$ cat src/rtl/pdd_pkg.sv
// Shared constants and state types for the pulse dialer digit store
package pdd_pkg;

    // Core clock
    localparam int unsigned CLK_PERIOD_NS      = 4;

    // Dial pulse period at 10 pps; the internal timebase runs at 30 ticks per pulse period
    localparam int unsigned DP_PERIOD_NS       = 100_000_000;
    localparam int unsigned TICKS_PER_DP       = 30;
    localparam int unsigned TICK_CYCLES        = DP_PERIOD_NS / TICKS_PER_DP / CLK_PERIOD_NS;

    // Standby reset delay after the hook enable input goes high, and clock enable delay after it goes low
    localparam int unsigned RESET_DELAY_MS     = 223;
    localparam int unsigned RESET_DELAY_CYCLES = RESET_DELAY_MS * 1_000_000 / CLK_PERIOD_NS;
    localparam int unsigned CLK_EN_MS          = 1;
    localparam int unsigned CLK_EN_CYCLES      = CLK_EN_MS * 1_000_000 / CLK_PERIOD_NS;

    // Timebase tick counts
    localparam logic [8:0] MAKE_HI_TICKS       = 9'h00C;  // 40/60 split
    localparam logic [8:0] BREAK_HI_TICKS      = 9'h012;
    localparam logic [8:0] MAKE_LO_TICKS       = 9'h00A;  // 33.3/66.6 split
    localparam logic [8:0] BREAK_LO_TICKS      = 9'h014;
    localparam logic [8:0] IDP_TICKS           = 9'h0F0;  // 8 pulse periods
    localparam logic [8:0] PRE_TICKS           = 9'h108;  // 1.1 x interdigit pause
    localparam logic [2:0] DEB_CLOSE_TICKS     = 3'h4;
    localparam logic [2:0] DEB_OPEN_TICKS      = 3'h3;

    // Digit store geometry
    localparam int unsigned RAM_DEPTH          = 32;
    localparam int unsigned ADDR_W             = 5;
    localparam int unsigned CODE_W             = 4;
    localparam logic [5:0] PTR_RESET           = 6'h00;
    localparam logic [5:0] PTR_AFTER_FIRST     = 6'h01;

    // Keycodes; digit zero carries the value ten so the pulse count equals the code
    localparam logic [3:0] KEY_ZERO           = 4'hA;
    localparam logic [3:0] KEY_STAR           = 4'hB;
    localparam logic [3:0] KEY_HASH           = 4'hC;
    localparam logic [3:0] CODE_PAUSE         = 4'hF;

    typedef enum logic [1:0] {
        KB_IDLE,
        KB_CLOSE,
        KB_HELD,
        KB_OPEN
    } pdd_kb_state_t;

    typedef enum logic [2:0] {
        DS_IDLE,
        DS_PRE,
        DS_FETCH,
        DS_GAP,
        DS_BREAK,
        DS_MAKE,
        DS_IDP,
        DS_PAUSE
    } pdd_dial_state_t;

endpackage

$ cat src/rtl/pdd_ram.sv
// Digit store memory: 32 keycodes, synchronous write, registered read
`timescale 1ns/10ps
module pdd_ram (
    input  wire logic                          ref_clk_i,
    input  wire logic                          wr_en_i,
    input  wire logic [pdd_pkg::ADDR_W-1:0]    wr_addr_i,
    input  wire logic [pdd_pkg::CODE_W-1:0]    wr_data_i,
    input  wire logic [pdd_pkg::ADDR_W-1:0]    rd_addr_i,
    output logic      [pdd_pkg::CODE_W-1:0]    rd_data_o
);

    // No reset: contents survive standby and must keep the last number
    logic [pdd_pkg::CODE_W-1:0] mem_q [pdd_pkg::RAM_DEPTH];

    always_ff @(posedge ref_clk_i) begin
        if (wr_en_i) begin
            mem_q[wr_addr_i] <= wr_data_i;
        end
    end

    always_ff @(posedge ref_clk_i) begin
        rd_data_o <= mem_q[rd_addr_i];
    end

endmodule // pdd_ram

$ cat src/rtl/pdd_dialer.sv
// Pulse dialer core: keypad debounce, digit store, redial, pauses and line pulse timing
`timescale 1ns/10ps
module pdd_dialer #(
    parameter int unsigned TICK_CYCLES_P        = pdd_pkg::TICK_CYCLES,
    parameter int unsigned RESET_DELAY_CYCLES_P = pdd_pkg::RESET_DELAY_CYCLES,
    parameter int unsigned CLK_EN_CYCLES_P      = pdd_pkg::CLK_EN_CYCLES
) (
    input  wire logic       ref_clk_i,
    input  wire logic       rst_n_i,
    input  wire logic [2:0] column_input_i,
    input  wire logic [3:0] row_input_i,
    input  wire logic       hook_en_n_i,
    input  wire logic       mark_space_i,
    output logic            dial_pulse_out_o,
    output logic            mute_out_n_o,
    output logic            osc_run_o,
    output logic            pull_en_o,
    output logic            standby_o
);

    // Pin synchronisers: first stage is read only by the second
    logic [8:0] pin_meta_q;
    logic [8:0] pin_sync_q;

    always_ff @(posedge ref_clk_i) begin
        if (!rst_n_i) begin
            pin_meta_q <= 9'h1C0;
            pin_sync_q <= 9'h1C0;
        end else begin
            pin_meta_q <= {hook_en_n_i, mark_space_i, 1'b0, column_input_i, row_input_i[2:0]};
            pin_sync_q <= pin_meta_q;
        end
    end

    // Fourth row needs its own pair to keep the vector tidy above
    logic row3_meta_q;
    logic row3_sync_q;

    always_ff @(posedge ref_clk_i) begin
        if (!rst_n_i) begin
            row3_meta_q <= 1'b0;
            row3_sync_q <= 1'b0;
        end else begin
            row3_meta_q <= row_input_i[3];
            row3_sync_q <= row3_meta_q;
        end
    end

    logic       hook_n_s;
    logic       mark_space_s;
    logic [2:0] col_s;
    logic [3:0] row_s;

    assign hook_n_s     = pin_sync_q[8];
    assign mark_space_s = pin_sync_q[7];
    assign col_s        = pin_sync_q[5:3];
    assign row_s        = {row3_sync_q, pin_sync_q[2:0]};

    // Hook enable: standby entry after a long high, generator enable after a low
    logic        standby_q;
    logic [31:0] hi_cnt_q;
    logic [31:0] en_cnt_q;

    always_ff @(posedge ref_clk_i) begin
        if (!rst_n_i) begin
            standby_q <= 1'b1;
            hi_cnt_q  <= 32'h0000_0000;
            en_cnt_q  <= 32'h0000_0000;
        end else if (hook_n_s) begin
            en_cnt_q <= 32'h0000_0000;
            // Short highs only restart the enable count; only a full reset delay forces standby
            if (hi_cnt_q == RESET_DELAY_CYCLES_P - 1) begin
                standby_q <= 1'b1;
            end else begin
                hi_cnt_q <= hi_cnt_q + 32'h0000_0001;
            end
        end else begin
            hi_cnt_q <= 32'h0000_0000;
            if (standby_q) begin
                if (en_cnt_q == CLK_EN_CYCLES_P - 1) begin
                    standby_q <= 1'b0;
                end else begin
                    en_cnt_q <= en_cnt_q + 32'h0000_0001;
                end
            end
        end
    end

    // Soft reset for everything except the pin synchronisers, hook enable counters, write pointer, overflow mark and store
    logic srst;
    assign srst = !rst_n_i || standby_q;

    // Keypad decode
    logic       key_valid;
    logic       any_contact;
    logic [3:0] key_code;
    logic [1:0] row_idx;
    logic [1:0] col_idx;
    logic [3:0] key_idx;

    always_comb begin
        row_idx = 2'h0;
        col_idx = 2'h0;
        for (int i = 0; i < 4; i++) begin
            if (row_s[i]) begin
                row_idx = 2'(i);
            end
        end
        for (int j = 0; j < 3; j++) begin
            if (col_s[j]) begin
                col_idx = 2'(j);
            end
        end
        key_idx = 4'({row_idx, 1'b0}) + 4'(row_idx) + 4'(col_idx);
        case (key_idx)
            4'h9:    key_code = pdd_pkg::KEY_STAR;
            4'hA:    key_code = pdd_pkg::KEY_ZERO;
            4'hB:    key_code = pdd_pkg::KEY_HASH;
            default: key_code = key_idx + 4'h1;
        endcase
    end

    // Two keys at once never form a single column/row pair, so they are rejected
    assign key_valid   = $onehot(col_s) && $onehot(row_s);
    assign any_contact = (|col_s) && (|row_s);

    // Internal timebase, gated like the RC oscillator it replaces
    logic                    osc_run_q;
    logic [31:0]             tick_cnt_q;
    logic                    tick;
    pdd_pkg::pdd_kb_state_t   kb_state_q;
    pdd_pkg::pdd_dial_state_t ds_q;

    always_ff @(posedge ref_clk_i) begin
        if (srst) begin
            osc_run_q <= 1'b0;
        end else begin
            osc_run_q <= any_contact || (kb_state_q != pdd_pkg::KB_IDLE) || (ds_q != pdd_pkg::DS_IDLE);
        end
    end

    always_ff @(posedge ref_clk_i) begin
        if (srst || !osc_run_q || tick) begin
            tick_cnt_q <= 32'h0000_0000;
        end else begin
            tick_cnt_q <= tick_cnt_q + 32'h0000_0001;
        end
    end

    assign tick = osc_run_q && (tick_cnt_q == TICK_CYCLES_P - 1);

    // Debounce: press counted from the first tick after closure, hence one tick of spread
    logic [2:0] kb_cnt_q;
    logic [3:0] kb_cand_q;
    logic       key_ev_q;
    logic [3:0] key_code_q;

    always_ff @(posedge ref_clk_i) begin
        if (srst) begin
            kb_state_q <= pdd_pkg::KB_IDLE;
            kb_cnt_q   <= 3'h0;
            kb_cand_q  <= 4'h0;
            key_ev_q   <= 1'b0;
            key_code_q <= 4'h0;
        end else begin
            key_ev_q <= 1'b0;
            case (kb_state_q)
                pdd_pkg::KB_IDLE: begin
                    kb_cnt_q <= 3'h0;
                    if (key_valid) begin
                        kb_cand_q  <= key_code;
                        kb_state_q <= pdd_pkg::KB_CLOSE;
                    end
                end
                pdd_pkg::KB_CLOSE: begin
                    if (!key_valid || key_code != kb_cand_q) begin
                        kb_state_q <= pdd_pkg::KB_IDLE;
                    end else if (tick) begin
                        if (kb_cnt_q == pdd_pkg::DEB_CLOSE_TICKS - 3'h1) begin
                            key_ev_q   <= 1'b1;
                            key_code_q <= kb_cand_q;
                            kb_state_q <= pdd_pkg::KB_HELD;
                        end else begin
                            kb_cnt_q <= kb_cnt_q + 3'h1;
                        end
                    end
                end
                pdd_pkg::KB_HELD: begin
                    kb_cnt_q <= 3'h0;
                    if (!any_contact) begin
                        kb_state_q <= pdd_pkg::KB_OPEN;
                    end
                end
                pdd_pkg::KB_OPEN: begin
                    if (any_contact) begin
                        kb_state_q <= pdd_pkg::KB_HELD;
                    end else if (tick) begin
                        if (kb_cnt_q == pdd_pkg::DEB_OPEN_TICKS - 3'h1) begin
                            kb_state_q <= pdd_pkg::KB_IDLE;
                        end else begin
                            kb_cnt_q <= kb_cnt_q + 3'h1;
                        end
                    end
                end
                default: kb_state_q <= pdd_pkg::KB_IDLE;
            endcase
        end
    end

    // Key dispatch
    logic       first_q;
    logic       redial_q;
    logic       overflow_q;
    logic [5:0] wp_q;
    logic [5:0] rp_q;
    logic       wr_en;
    logic [3:0] wr_data;
    logic       start_redial;
    logic       pause_rel;
    logic       to_extra;

    always_comb begin
        wr_en        = 1'b0;
        start_redial = 1'b0;
        pause_rel    = 1'b0;
        to_extra     = 1'b0;
        wr_data      = (key_code_q == pdd_pkg::KEY_HASH) ? pdd_pkg::CODE_PAUSE : key_code_q;
        if (key_ev_q && key_code_q != pdd_pkg::KEY_STAR) begin
            if (first_q) begin
                if (key_code_q == pdd_pkg::KEY_HASH) begin
                    start_redial = !overflow_q;
                end else begin
                    wr_en = 1'b1;
                end
            end else if (redial_q) begin
                if (key_code_q == pdd_pkg::KEY_HASH) begin
                    pause_rel = 1'b1;
                end else begin
                    to_extra = 1'b1;
                end
            end else begin
                wr_en = 1'b1;
            end
        end
    end

    always_ff @(posedge ref_clk_i) begin
        if (srst) begin
            first_q  <= 1'b1;
            redial_q <= 1'b0;
        end else if (start_redial) begin
            first_q  <= 1'b0;
            redial_q <= 1'b1;
        end else if (wr_en) begin
            first_q <= 1'b0;
        end
    end

    // Write pointer survives standby; only the power reset clears it, and a new call's first digit restarts it at PTR_AFTER_FIRST
    always_ff @(posedge ref_clk_i) begin
        if (!rst_n_i) begin
            wp_q       <= pdd_pkg::PTR_RESET;
            overflow_q <= 1'b0;
        end else if (wr_en) begin
            if (first_q) begin
                wp_q       <= pdd_pkg::PTR_AFTER_FIRST;
                overflow_q <= 1'b0;
            end else begin
                wp_q <= wp_q + 6'h01;
                if (wp_q[5]) begin
                    overflow_q <= 1'b1;
                end
            end
        end
    end

    logic [3:0] rd_data;
    logic [4:0] wr_addr;

    assign wr_addr = first_q ? 5'h00 : wp_q[4:0];

    pdd_ram u_ram (
        .ref_clk_i (ref_clk_i),
        .wr_en_i   (wr_en),
        .wr_addr_i (wr_addr),
        .wr_data_i (wr_data),
        .rd_addr_i (rp_q[4:0]),
        .rd_data_o (rd_data)
    );

    // One-deep hold for an extra key typed during redial; a second one while it waits is dropped
    logic       extra_valid_q;
    logic [3:0] extra_code_q;
    logic       take_extra;
    logic       take_ram;
    logic       ram_pending;
    logic [5:0] pending;

    assign pending     = wp_q - rp_q;
    assign ram_pending = !first_q && (pending != 6'h00);

    always_ff @(posedge ref_clk_i) begin
        if (srst) begin
            extra_valid_q <= 1'b0;
            extra_code_q  <= 4'h0;
        end else if (to_extra && !extra_valid_q) begin
            extra_valid_q <= 1'b1;
            extra_code_q  <= key_code_q;
        end else if (take_extra) begin
            extra_valid_q <= 1'b0;
        end
    end

    // Dial sequencer
    logic [8:0] tcnt_q;
    logic [3:0] pulses_q;
    logic       last_pause_q;
    logic       mute_n_q;
    logic       dp_q;
    logic [3:0] cur_code;
    logic [8:0] make_ticks;
    logic [8:0] break_ticks;
    logic       any_pending;

    assign take_ram    = (ds_q == pdd_pkg::DS_FETCH) && ram_pending;
    assign take_extra  = (ds_q == pdd_pkg::DS_FETCH) && !ram_pending && extra_valid_q;
    assign cur_code    = ram_pending ? rd_data : extra_code_q;
    assign any_pending = ram_pending || extra_valid_q;
    assign make_ticks  = mark_space_s ? pdd_pkg::MAKE_HI_TICKS : pdd_pkg::MAKE_LO_TICKS;
    assign break_ticks = mark_space_s ? pdd_pkg::BREAK_HI_TICKS : pdd_pkg::BREAK_LO_TICKS;

    always_ff @(posedge ref_clk_i) begin
        if (srst) begin
            rp_q <= pdd_pkg::PTR_RESET;
        end else if (start_redial || (wr_en && first_q)) begin
            rp_q <= pdd_pkg::PTR_RESET;
        end else if (take_ram) begin
            rp_q <= rp_q + 6'h01;
        end
    end

    always_ff @(posedge ref_clk_i) begin
        if (srst) begin
            ds_q         <= pdd_pkg::DS_IDLE;
            tcnt_q       <= 9'h000;
            pulses_q     <= 4'h0;
            last_pause_q <= 1'b0;
            mute_n_q     <= 1'b1;
            dp_q         <= 1'b1;
        end else begin
            case (ds_q)
                pdd_pkg::DS_IDLE: begin
                    tcnt_q   <= 9'h000;
                    mute_n_q <= 1'b1;
                    dp_q     <= 1'b1;
                    if (any_pending) begin
                        ds_q     <= pdd_pkg::DS_PRE;
                        mute_n_q <= 1'b0;
                    end
                end
                pdd_pkg::DS_PRE: begin
                    if (tick) begin
                        if (tcnt_q == pdd_pkg::PRE_TICKS - 9'h001) begin
                            ds_q <= pdd_pkg::DS_FETCH;
                        end else begin
                            tcnt_q <= tcnt_q + 9'h001;
                        end
                    end
                end
                pdd_pkg::DS_FETCH: begin
                    tcnt_q <= 9'h000;
                    if (!any_pending) begin
                        ds_q     <= pdd_pkg::DS_IDLE;
                        mute_n_q <= 1'b1;
                    end else if (cur_code == pdd_pkg::CODE_PAUSE) begin
                        last_pause_q <= 1'b1;
                        if (redial_q && !last_pause_q) begin
                            ds_q     <= pdd_pkg::DS_PAUSE;
                            mute_n_q <= 1'b1;
                        end else begin
                            ds_q <= pdd_pkg::DS_GAP;
                        end
                    end else begin
                        last_pause_q <= 1'b0;
                        pulses_q     <= cur_code;
                        dp_q         <= 1'b0;
                        ds_q         <= pdd_pkg::DS_BREAK;
                    end
                end
                pdd_pkg::DS_GAP: begin
                    // Lets the store read settle on the advanced read pointer
                    ds_q <= pdd_pkg::DS_FETCH;
                end
                pdd_pkg::DS_BREAK: begin
                    if (tick) begin
                        if (tcnt_q == break_ticks - 9'h001) begin
                            tcnt_q <= 9'h000;
                            dp_q   <= 1'b1;
                            ds_q   <= pdd_pkg::DS_MAKE;
                        end else begin
                            tcnt_q <= tcnt_q + 9'h001;
                        end
                    end
                end
                pdd_pkg::DS_MAKE: begin
                    if (tick) begin
                        if (tcnt_q == make_ticks - 9'h001) begin
                            tcnt_q   <= 9'h000;
                            pulses_q <= pulses_q - 4'h1;
                            if (pulses_q == 4'h1) begin
                                ds_q     <= pdd_pkg::DS_IDP;
                                mute_n_q <= 1'b1;
                            end else begin
                                dp_q <= 1'b0;
                                ds_q <= pdd_pkg::DS_BREAK;
                            end
                        end else begin
                            tcnt_q <= tcnt_q + 9'h001;
                        end
                    end
                end
                pdd_pkg::DS_IDP: begin
                    if (tick) begin
                        if (tcnt_q == pdd_pkg::IDP_TICKS - 9'h001) begin
                            tcnt_q <= 9'h000;
                            if (any_pending) begin
                                ds_q     <= pdd_pkg::DS_FETCH;
                                mute_n_q <= 1'b0;
                            end else begin
                                ds_q <= pdd_pkg::DS_IDLE;
                            end
                        end else begin
                            tcnt_q <= tcnt_q + 9'h001;
                        end
                    end
                end
                pdd_pkg::DS_PAUSE: begin
                    // Unlimited wait; only the pause key ends it
                    if (pause_rel) begin
                        ds_q     <= pdd_pkg::DS_GAP;
                        mute_n_q <= 1'b0;
                    end
                end
                default: ds_q <= pdd_pkg::DS_IDLE;
            endcase
        end
    end

    assign dial_pulse_out_o = dp_q;
    assign mute_out_n_o     = mute_n_q;
    assign osc_run_o        = osc_run_q;
    assign pull_en_o        = !standby_q;
    assign standby_o        = standby_q;

endmodule // pdd_dialer

$ cat config.mk
export PLATFORM = sky130hd
export DESIGN_NAME = pdd_dialer
export DESIGN_NICKNAME = d
export VERILOG_FILES = /design/src/rtl/pdd_pkg.sv /design/src/rtl/pdd_ram.sv /design/src/rtl/pdd_dialer.sv
export SDC_FILE = /design/constraint.sdc
export NUM_CORES = 1
export LEC_CHECK = 0
export ABC_AREA = 0
export BUFFER_PORTS_ARGS = -buffer_cell sky130_fd_sc_hd__buf_4
export CORE_MARGIN = 2
export CORE_UTILIZATION = 55
export CTS_CLUSTER_SIZE = 8
export DETAILED_ROUTE_END_ITERATION = 12
export PLACE_DENSITY = 0.71
export SYNTH_ARGS = -nofsm -noshare
export SYNTH_HDL_FRONTEND = slang
export SYNTH_HIERARCHICAL = 1
export SYNTH_SLANG_ARGS = --single-unit
$ cat constraint.sdc
create_clock -name ref_clk_i -period 4.05 [get_ports ref_clk_i]
set_input_delay 0.405 -clock ref_clk_i [delete_from_list [all_inputs] [get_ports ref_clk_i]]
set_output_delay 0.405 -clock ref_clk_i [all_outputs]
set_load 0.02 [all_outputs]
==> impl_metrics.yaml <==
synthesis:
  synthesis.area_um2: 13500
  avgSynthCellArea_um2: 11.1
  synth-seq-cells: 301
  synth_top_area_share_pct: 28.4
  netlist_top_cells_area: "edfxtp_1 (28%), dfxtp_1 (26%), mux4_2 (6.7%), nor2_1 (5.5%), xor2_1 (3.6%)"
  synth_cell_types: 75
  synth_ff_type: "dfxtp_1"
  yosys.area.top_type: "edfxtp_1"
  syn-num-nets: 1256
  ys_seq_area_share_pct: 54.1
  ys_warn_count: 6
  syn_inst: 1218
  synth_edf_count: 128
  async_flop_share_pct: 0
drt:
  drt_iter0_drc: 663
  wl_met1_um: 11900
  wl_met3_um: 1240
  drc: 0
  via_count: 9050
  routed_wl_um: 26100
  via_per_inst: 5.68
  routedWlPerCell_um: 16.4
  drtPass1Iterations: 5
  antenna_left: 0
  dr.max_layer_used: "met4"
  met2WireLength_um: 12400
global_routing:
  grt_start_max_net_pins: 36
  grt_pass1_vias: 8876
  grt_pass1_wl_um: 44000
  grt.total_usage_pct: 20.8
  antenna_found_initial: 0
  grt-ovfl-total: 0
timing:
  worst_pin_slew_ns: 1.10
  maxSlewHeadroom_pct: 26.2
  fin_crit_sh_pct: 88.4
  fin_setup_tns_ns: 0
  hold_ws_ns: 0.0746
  finalCriticalPeriod_ns: 3.58
  clock_skew_ns: 0.0169
  hold_violations: 0
  finalSetupViolCount: 0
  max_freq_ghz: 0.279
  setup_ws_ns: 0.468
  drv_slew: 0
  rsz0062_at_grt: "no"
power_and_ir_drop:
  powerDensity_nw_per_um2: 426
  p_sw_share_pct: 20.1
  vdd_drop_max_mv: 0.320
  seqPwrFrac_pct: 49.0
  power_mw: 6.45
  p_switching_mw: 1.30
  leakagePower_nw: 4.60
  power.share.clock_pct: 49.8
  combPwrFrac_pct: 1.2
  p_int_mw: 5.16
worst_setup_path:
  cp_data_arrival_time_ns: 3.96
  worst-endpoint-required_ns: 4.42
  r2r_slack_ns: 0.47
  ff2ff_path_depth: 14
  cp_cell_sequence: "inv_1, o21ai_0, inv_1, fa_1, inv_1, ha_1, fa_1, xor2_1, xnor2_1, nor4b_1, and3_1, nand4_1, mux2i_1, nor2_1"
  reg2reg_to: "key_code_q[1]"
  startpoint_type: "flop"
  worst_path_most_repeated_cell: "inv_1"
  slowest_stage: "fa_1"
  r2r_start: "pin_sync_q[1]"
  path_class: "flop to flop"
  cp-end-kind: "flop"
  slowest_delay_ns: 0.54
  path_max_fanout: 6
placed_design:
  port_buffers: 15
  dp_slack_ns: 0.442
  place_area_um2: 13900
  place_congestion: 0.822
  post-place-cells: 1527
  dp_hpwl_um: 17100
clock_tree:
  clkTransAtPathRegs_ns: 0.05
  cts_buffers: 43
  cts_tree: "built"
  insertion_delay_ns: 0.54
  cts_root_buf: "clkbuf_16"
  numClockSinks: 301
  cts_setup_buffers: 0
  cts_buffer_depth: 3
  ctsResizeCount: 0
  h-tree-depth: 2
  ctsHoldBuffers: 0
flow_run:
  max_cap_viol_count: 0
floorplan:
  dieHeight_um: 161
  ios: 16
  core_area_um2: 24200
  initial_utilization_pct: 55.7
  rows: 57
  dieArea_um2: 25800
  die_w_um: 161
cells_and_area:
  fin_cells: 1593
  num_antenna_cells: 0
  nNetsFinal: 1286
  final_common_cell: "nor2_1"
  stdcell_area_um2: 15100
  layout-drive-gt1-share_pct: 11.4
  area_growth_pct: 12.0
  final_cell_mix: "nor2_1 (199), dfxtp_1 (172), edfxtp_1 (128)"
  fillers: 1921
  final_core_util_pct: 62.4
min_path:
  min_to: "pin_meta_q[8]"
  hold_start: "hook_en_n_i"
  hp-class: "primary input to flop"
  whs_path_depth: 2
status:
  status: "completed"
-- Yosys cell counts (8+ instances only) --
cell type  count
nor3_1        15
nor2b_1       13
nor2_1       199
xor2_1        56
nor4_1        14
xnor2_1       46
nand3b_1       9
nor4b_1       11
nand2b_1       9
dfxtp_1      173
nand3_1       47
mux4_2        40
ha_1          23
edfxtp_1     128
nand4_1       35
and3_1        17
a21oi_1       36
inv_1         40
or3_1         22
o21ai_0       30
nand2_1       73
and2_1        18
mux2i_1       19
clkbuf_1      29
mux2_2         8
and4_1        11
-- sequential cells by signal, indices dropped and copies added, names as in the netlist, 4 cells and up --
name / cells
u_ram/mem_q: 128
tick_cnt_q: 32
wp_q: 6
rp_q: 6
u_ram/rd_data_o: 4
pin_sync_q: 8
key_code_q: 4
pin_meta_q: 8
pulses_q: 4
extra_code_q: 4
en_cnt_q: 32
hi_cnt_q: 32
kb_cand_q: 4
tcnt_q: 9
-- per-layer routing --
layer,GRT usage (%),vias to the layer above
met3,3.43,45
met5,0,-
li1,-,4493
met1,28.4,4325
met4,7.35,0
met2,34.0,187
-- cell families after synthesis --
logic type               share of synthesized area, %
adder cells (fa/ha/maj)                          2.72
buffers and inverters                            2.47
flip-flops                                       54.1
multiplexers                                     8.74
AND/OR/NAND/NOR                                  19.9
AO/OA/AOI/OAI                                    5.36
XOR/XNOR                                         6.73
-- worst max-delay path: cells and delay by family (launching register included) --
kind	cells	cell delay, ns
multiplexers	1	0.26
XOR/XNOR	2	0.39
AND/OR/NAND/NOR	4	0.77
flip-flops	1	0.31
buffers and inverters	3	0.21
adder cells (fa/ha/maj)	3	1.23
AO/OA/AOI/OAI	1	0.26
-- power by group through the flow --
stage	Combinational [mW]	Sequential, mW	Clock, mW
3_5_place_dp	0.0798	3.22	0
2_1_floorplan	0.0588	3.22	0
5_1_grt	0.0908	3.16	3.44
6_report	0.0794	3.16	3.21
4_1_cts	0.0801	3.16	3.29
3_3_place_gp	0.0767	3.22	0
-- worst max-delay path by stage --
stage | slack, ns | endpoint | startpoint
2_1_floorplan | 0.81 | key_code_q[3] | pin_sync_q[1]
3_3_place_gp | 0.58 | key_code_q[1] | pin_sync_q[1]
3_5_place_dp | 0.44 | key_code_q[1] | pin_sync_q[1]
4_1_cts | 0.42 | key_code_q[1] | pin_sync_q[1]
5_1_grt | 0.16 | key_code_q[2] | pin_sync_q[1]
6_report | 0.47 | key_code_q[1] | pin_sync_q[1]
-- area by class of cell --
class	instances	area, um2	area share [%]
Clock buffer	63	1160	7.67
Inverter	40	150	0.992
Clock inverter	3	48.8	0.322
Sequential cell	301	7310	48.3
Tap cell	324	405	2.68
Timing Repair Buffer	26	195	1.29
Multi-Input combinational cell	836	5870	38.8
(Power assumes the default switching activity.)
